===== src/dma_suspend_pkg.sv =====
// Function
// With finish-block policy under halt, all remaining transfers of current block complete.
// With ignore policy, halt is disregarded and transfers proceed normally.
// Each channel selects frame or whole-block triggering; suspend works for both.
// Under finish-block halt, every arriving frame request is honoured until block ends.
// On resume no transfer belonging to earlier requests is lost.
// After block ends during halt, no new block starts until suspend deasserts.
//
// Purpose: Shared constants for the debug suspend aware transfer sequencer.
// Assumes: One clock, asynchronous active high reset.
// Notes:   Policy codes follow the two-bit halt policy field.
package dma_suspend_pkg;
    localparam logic [1:0] POLICY_IGNORE = 2'h0;
    localparam logic [1:0] POLICY_FINISH = 2'h1;
    localparam logic       KIND_FRAME    = 1'h0;
    localparam logic       KIND_BLOCK    = 1'h1;
    localparam int         FRAME_W       = 8;
    localparam int         ELEM_W        = 8;
    localparam int         PEND_W        = 8;
endpackage


===== src/dma_debug_suspend_control.sv =====
// Purpose: One channel transfer sequencer with debugger halt handling.
// Assumes: Requests are single-cycle pulses synchronous to mclk.
// Notes:   Pending frame requests are counted in a saturating counter, so none are lost while halted until it fills.
`timescale 1ns/1ps
module dma_debug_suspend_control
    import dma_suspend_pkg::*;
#(
    parameter int FW = FRAME_W,
    parameter int EW = ELEM_W,
    parameter int PW = PEND_W
) (
    input  wire logic          mclk,            // System clock, 20 MHz.
    input  wire logic          reset,           // Async reset, active high.
    input  wire logic [1:0]    halt_policy_field, // Suspend policy code.
    input  wire logic          request_trigger_kind, // 0 frame, 1 block.
    input  wire logic [FW-1:0] frames_per_block, // Frames in a block.
    input  wire logic [EW-1:0] elems_per_frame, // Elements per frame.
    input  wire logic          suspend,         // Debugger halt, level.
    input  wire logic          periph_req,      // Peripheral request pulse.
    input  wire logic          xfer_ready,      // Bus accepts an element.
    output logic               xfer_valid,      // Element transfer request.
    output logic               block_done,      // Block finished pulse.
    output logic               busy,            // Block in progress.
    output logic [PW-1:0]      pending_reqs     // Frame requests waiting.
);

    // Refuse sizes that the counters cannot serve. A single pending slot
    // could not hold a request that lands while another is consumed.
    if (FW < 1 || EW < 1 || PW < 2) begin : g_bad_widths
        $error("dma_debug_suspend_control: bad widths");
    end

    // Idle, waiting for a frame request, or moving elements.
    typedef enum logic [1:0] {S_IDLE, S_WAIT, S_MOVE} st_t;

    // The whole state of the channel; one register holds all of it.
    typedef struct packed {
        st_t           st;
        logic          kind;
        logic [FW-1:0] frame;
        logic [EW-1:0] elem;
        logic [PW-1:0] pend;
        logic          done;
    } state_t;

    state_t s_q, s_d;

    ////////////////////////////////////////////////////////////////////
    // Policy decoding. Both halt tests read the same two-bit code, so
    // the decoding lives in one place.

    // True while a halt is in force under a policy that honours it.
    function automatic logic halt_honoured(input logic       halted,
                                           input logic [1:0] code);
        return halted && (code != POLICY_IGNORE);
    endfunction

    // True while a halt is in force under a code that is neither ignore
    // nor finish. Such codes freeze the block at once, the safe reading.
    function automatic logic halt_freezes(input logic       halted,
                                          input logic [1:0] code);
        return halt_honoured(halted, code) && (code != POLICY_FINISH);
    endfunction

    // Halt blocks a new block when policy honours it; only unknown codes also stop a running block.
    logic hold_new;
    logic stop_now;
    logic last_elem;
    logic last_frame;

    ////////////////////////////////////////////////////////////////////
    // Halt qualification.
    always_comb begin
        hold_new = halt_honoured(suspend, halt_policy_field);
        // Unknown codes stop at once, the safe reading of a halt.
        stop_now = halt_freezes(suspend, halt_policy_field);
        last_elem  = (s_q.elem == elems_per_frame - EW'(1));
        last_frame = (s_q.frame == frames_per_block - FW'(1));
    end

    ////////////////////////////////////////////////////////////////////
    // Next-state logic. Requests are counted rather than latched so
    // that back-to-back frame requests during a halt all survive.
    always_comb begin
        s_d      = s_q;
        s_d.done = 1'b0;
        // Count every request; saturate rather than wrap.
        if (periph_req && !(&s_q.pend))
            s_d.pend = s_q.pend + PW'(1);
        case (s_q.st)
            S_IDLE: begin
                if (s_q.pend != '0 && !hold_new) begin
                    s_d.pend  = s_d.pend - PW'(1);
                    s_d.kind  = request_trigger_kind;
                    s_d.frame = '0;
                    s_d.elem  = '0;
                    s_d.st    = S_MOVE;
                end
            end
            S_WAIT: begin
                // Frame mode takes the next request unless a halt freezes the block.
                if (s_q.pend != '0 && !stop_now) begin
                    s_d.pend = s_d.pend - PW'(1);
                    s_d.st   = S_MOVE;
                end
            end
            S_MOVE: begin
                if (xfer_ready && !stop_now) begin
                    s_d.elem = s_q.elem + EW'(1);
                    if (last_elem) begin
                        s_d.elem = '0;
                        if (last_frame) begin
                            s_d.done = 1'b1;
                            s_d.st   = S_IDLE;
                        end else begin
                            s_d.frame = s_q.frame + FW'(1);
                            s_d.st = (s_q.kind == KIND_FRAME) ? S_WAIT
                                                              : S_MOVE;
                        end
                    end
                end
            end
            default: s_d.st = S_IDLE;
        endcase
    end

    ////////////////////////////////////////////////////////////////////
    // State register.
    always_ff @(posedge mclk or posedge reset) begin
        if (reset) begin
            s_q <= '0;
        end else begin
            s_q <= s_d;
        end
    end

    ////////////////////////////////////////////////////////////////////
    // Outputs. Valid is combinational as a handshake output.
    assign xfer_valid   = (s_q.st == S_MOVE) && !stop_now;
    assign block_done   = s_q.done;
    assign busy         = (s_q.st != S_IDLE);
    assign pending_reqs = s_q.pend;
endmodule // dma_debug_suspend_control


===== config.mk =====
export PLATFORM = sky130hd
export DESIGN_NAME = dma_debug_suspend_control
export DESIGN_NICKNAME = d
export VERILOG_FILES = /design/src/dma_suspend_pkg.sv /design/src/dma_debug_suspend_control.sv
export SDC_FILE = /design/constraint.sdc
export NUM_CORES = 1
export LEC_CHECK = 0
export BUFFER_PORTS_ARGS = -buffer_cell sky130_fd_sc_hd__buf_2
export CAP_MARGIN = 20
export CORE_MARGIN = 5
export CORE_UTILIZATION = 50
export CTS_CLUSTER_DIAMETER = 120
export DETAILED_ROUTE_END_ITERATION = 16
export PLACE_DENSITY = 0.79
export SETUP_SLACK_MARGIN = 0.2
export SLEW_MARGIN = 30
export SYNTH_ARGS = -nofsm -noshare
export SYNTH_HDL_FRONTEND = slang
export SYNTH_SLANG_ARGS = --single-unit

===== constraint.sdc =====
create_clock -name mclk -period 2.75 [get_ports mclk]
set_clock_uncertainty 0.15 [all_clocks]
set_input_delay 0.55 -clock mclk [delete_from_list [all_inputs] [get_ports mclk]]
set_output_delay 0.55 -clock mclk [all_outputs]
set_load 0.02 [all_outputs]

== After elaboration in Yosys (flattened, before gate mapping) ==
Index checks and enable logic that the tools add are counted.
Cells by class
  multiplexer cells: 18
  eq/ne operators: 10
  reduce and logical (&&, ||, !) cells: 20
  add/subtract/negate cells: 6
Operators by type and width (count)
  16-bit 2-to-1 mux: 2
  16-bit case mux with 2 select lines: 1
  27-bit 2-to-1 mux: 1
  8-bit by 1-bit adder with 8-bit output (second input constant): 3
  8-bit 2-to-1 mux: 3
  8-bit by 1-bit subtractor with 8-bit output (second input constant): 3
  8-bit == test: 2
  8-bit case mux with 2 select lines: 1
  2-bit 2-to-1 mux: 5
  2-bit inequality test (second input constant): 5
  8-bit AND reduction: 1
  8-bit nonzero test: 1
  1-bit logical AND: 7
  2-bit case mux with 3 select lines: 1
  2-bit nonzero test: 3
  5-bit AND reduction: 1
  1-bit 2-to-1 mux: 4
  4-bit AND reduction: 1
  1-bit logical NOT: 3
  3-bit AND reduction: 1
  2-bit by 1-bit == test with 1-bit output (second input constant): 1
  2-bit == test (second input constant): 1
  2-bit logical NOT: 1
  2-bit by 1-bit inequality test with 1-bit output (second input constant): 1
  2-bit AND reduction: 1
Word-level totals
  word-level logic and storage cells: 60
  bits of input ports: 24
  register bits after elaboration: 28
  output and inout port bits: 11

== Longest topological paths before layout ==
  word-level depth: 7
  mapped depth: 10
  depth with buffers taken out: 9

== Worst setup path after synthesis ==
Ideal clock, no wire load.
  path kind: in2reg
  start: input port elems_per_frame[0]
  end: register s_q[19] (netlist bit)
  stages on the path: 10
  data arrival time: 2.556 ns
  buffers on the path: 1
  slack: -0.034 ns
  library setup time: 0.078 ns
  required time: 2.522 ns
  path through: inv_1 > ha_1 > or3b_1 > nor4_2 > o211ai_1 > a211oi_4 > a21oi_2 > buf_6 > or3_1 > a21oi_1
On the way
  longest elaborated chain between the ends: 4
Ends and longest elaborated chain
  start: declaration: RTL line dma_debug_suspend_control.sv:17  | input wire logic [EW-1:0] elems_per_frame,
  8-bit by 1-bit subtractor with 8-bit output: RTL line dma_debug_suspend_control.sv:77  | last_elem = (s_q.elem == elems_per_frame - EW'(1));
  8-bit == test: RTL line dma_debug_suspend_control.sv:77
  2-bit inequality test (no line)
  5-bit AND reduction (no line)
  end signal: assignment: RTL line dma_debug_suspend_control.sv:131  | s_q <= '0;
  end signal: assignment: RTL line dma_debug_suspend_control.sv:133  | s_q <= s_d;
  end: declaration: RTL line dma_debug_suspend_control.sv:46  | state_t s_q, s_d;
Every way passes these cells.
A chain may end at the register's enable or synchronous reset.

== Final worst setup path ==
  start: input port elems_per_frame[1]
  end: register s_q[22] (netlist bit)
Same word-level chain as after synthesis.

==> summary.md <==
| Metric | Value |
|---|---|
| Run status | completed |
| Core Footprint | roughly 4400 sq um |
| Leakage | 0.001248 uW |
| Hold_ws | ~0.18 ns |
| CP arrival | between 2 and 3 ns |
| Ys Warns | 0 |
| P per Cell Area | roughly 780 nW/um^2 |
| Clock-pin slew on the worst setup and hold paths | ~0.090 ns |
| Final #Nets | ~360 |
| Max-slew violations | 0 |
| First-pass detailed-route iteration total | 6 |
| Crit path max fanout | 8 |
| Period utilisation layout | about 99% |
| Fmax achieved | roughly 370 MHz |
| Layout Utilization | between 60% and 70% |
| VDD IR-drop max | 0.5536 mV |
| Total global routing overflow | 0 |
| PortBufs | 34 |
| Dpl hpwl | 3935 microns |
| Synth Cell Area | 2278 sq um |
| CTS Buffer Depth | 2 |
| # H-tree levels | 1 |
| DIE WIDTH | 77.51 microns |
| Final hold vios | 0 |
| Startpoint Class | input pin |
| Unrepaired setup endpoints after global routing | yes |
| Sequential area share after synthesis | between 30% and 40% |
| Synth area leaders | dfrtp_1 31%, xnor2_1 6.2%, xor2_1 4.2% |
| Syn_area_per_cell | roughly 8.5 sq um |
| TritonCTS clock tree | done |
| HP Class | in -> async |
| Slew headroom | 61.62% |
| Worst setup path class | in -> reg |
| Number of global-route vias before repair | 2,138 |
| Post-Syn Nets | 299 |
| Tmin final | approximately 2.7 ns |
| Top-count cell post-synth | dfrtp_1 |
| Post-DRT Antenna Nets | 0 |
| Critical Path RT | 2.81 ns |
| Area share of the largest cell type after synthesis | between 30% and 40% |
| Synth unique cells | 56 |
| # DRC | 0 |
| Hold Buf Count CTS | 0 |
| Inserted Clock Buffers | 3 |
| Die ar. | about 6000 sq um |
| GPL Wtd Cong | ~0.8 |
| Die H | 77.51 microns |
| IO Count | 35 |
| Placed instance area | 2615 sq um |
| Starting density of the core | around half |
| Cell taking the most area after synthesis | dfrtp_1 |
| Post-Syn Instances | 268 |
| Initial antenna violation count | 0 |
| Maxcap violations | 0 |
| Main synth FF type | dfrtp_1 |
| Largest net degree at the start of global routing | 29 |
| Gr usage total | 17.77% |
| Post-synth ARST share | between 90% and 100% |
| Total number of vias | 2,250 |
| Layout cells sized above 1 | 34.16% |
| Layout area overhead | 28.94% |
| Drt via density | approximately 6 |
| Antenna diodes | 0 |
| First-pass GRT wire length | 9204 microns |
| Number of synthesized flops with an enable pin | 0 |
| Yosys reg bits | 28 |
| Top cells by count, synth | 28 x dfrtp_1, 22 x nand2_1, 18 x o21ai_0 |
| # clock sinks | 28 |
| Iteration-0 DRC count of the detailed router | around 170 |
| Clk_lat worst skew | around 0.27 ns |
| Worst Setup End Kind | flop |
| Post-layout instance area | 2938 sq um |
| Final wirelength | between 5000 and 6000 microns |
| Fillers | approximately 320 |
| Cell Rows | 24 |
| Root buffer cell | clkbuf_8 |
| Final setup fails | 0 |
| Drt wl/cell | around 16 microns |
| Worst Max-Slew Pin Slew | around 0.57 ns |
==> critical path: stages <==
cell and delay, ns:
buf_12 0.11, inv_12 0.04, ha_4 0.12, or3b_4 0.39, nor4_4 0.25, o211ai_1 0.17
a211oi_4 0.35, a21oi_4 0.16, buf_6 0.16, or3_1 0.34, a21oi_1 0.15
==> path summary, 6_finish.rpt <==
kind / endpoint / slack [ns] / start / cells past startpoint
worst max-delay path: s_q[22] / 0.02 / elems_per_frame[1] / 11
worst min-delay path: s_q[25] / 0.18 / reset / 3
worst max register to register: s_q[22] / 0.07 / s_q[14] / 9
worst min register to register: s_q[26] / 0.36 / s_q[25] / 1
max in group asynchronous: pending_reqs[1] / 1.99 / reset / 3
min in group mclk: s_q[25] / 0.31 / request_trigger_kind / 3
==> layout by cell type, fill, tap and decap left out, types with 4 or more instances in the layout <==
cell and n:
o211ai_1 4, a21oi_1 8, buf_4 29, xnor2_1 16, or2_2 4, o21ai_0 15
xor2_1 10, buf_6 5, nand2_1 21, nand4_1 7, nand2b_1 7, dfrtp_1 26
or4_1 6, nand3_1 13, ha_1 5, nor2_1 11, and3_1 5, or3_1 5
inv_1 8, nor3_1 7, buf_2 30
==> area by class of cell <==
cell class | instances | area, sq um | area share, %
well taps | 52 | 65.06 | 2.215
clock buffers | 3 | 41.29 | 1.405
inverters | 12 | 65.06 | 2.215
flip-flops and latches | 28 | 703.2 | 23.94
repair buffers | 65 | 444.2 | 15.12
multi-input cells | 214 | 1619 | 55.11
==> repair_timing <==
item	4_1_cts	5_1_grt
endpoints found under the setup margin	18	25
resized for setup	15	36
buffers inserted	4	6
pin swaps	7	8
==> power breakdown <==
part | switching, uW | total, uW | internal [uW]
Clock | 122 | 221 | 98.4
Combinational | 774 | 1330 | 556
Sequential | 205 | 736 | 531
Total | 1100 | 2290 | 1190
==> routing by layer <==
layer  GRT usage (%)  vias to the layer above  share of wire, %
met2           29.88                       89                50
li1                -                     1096                 -
met5               0                        -                 0
met3           2.199                        8               5.2
met1           24.37                     1057                44
met4           4.124                        0              0.71
==> through the flow <==
stage          instances  setup TNS (ns)  power (uW)  worst slack, ns
3_3_place_gp         361          -1.742        1790          -0.1714
6_report             374               0        2287          0.02265
4_1_cts              368               0        2133          0.01581
3_5_place_dp         361          -3.426        1822          -0.3155
2_1_floorplan        268               0        1593          0.09033
5_1_grt              374         -0.1700        2472         -0.07461
==> flip-flops by register name, summed over array words and instances (netlist names) <==
register / cells
block_done: 1
s_q: 19
pending_reqs: 8
==> logic make-up (layout without fill, tap and decap cells) <==
logic type                 Yosys count  after routing  synth area share [%]
xor gates and xnor gates            27             27                 10.38
and+or+nand+nor                    114            114                 28.67
adders and majority gates            7              7                 3.844
muxes                                4              4                 1.812
buffers and inverters               26             80                 6.041
AOI/OAI and AO/OA                   62             62                 18.51
DFF                                 28             28                 30.75
(Power assumes the default switching activity.)
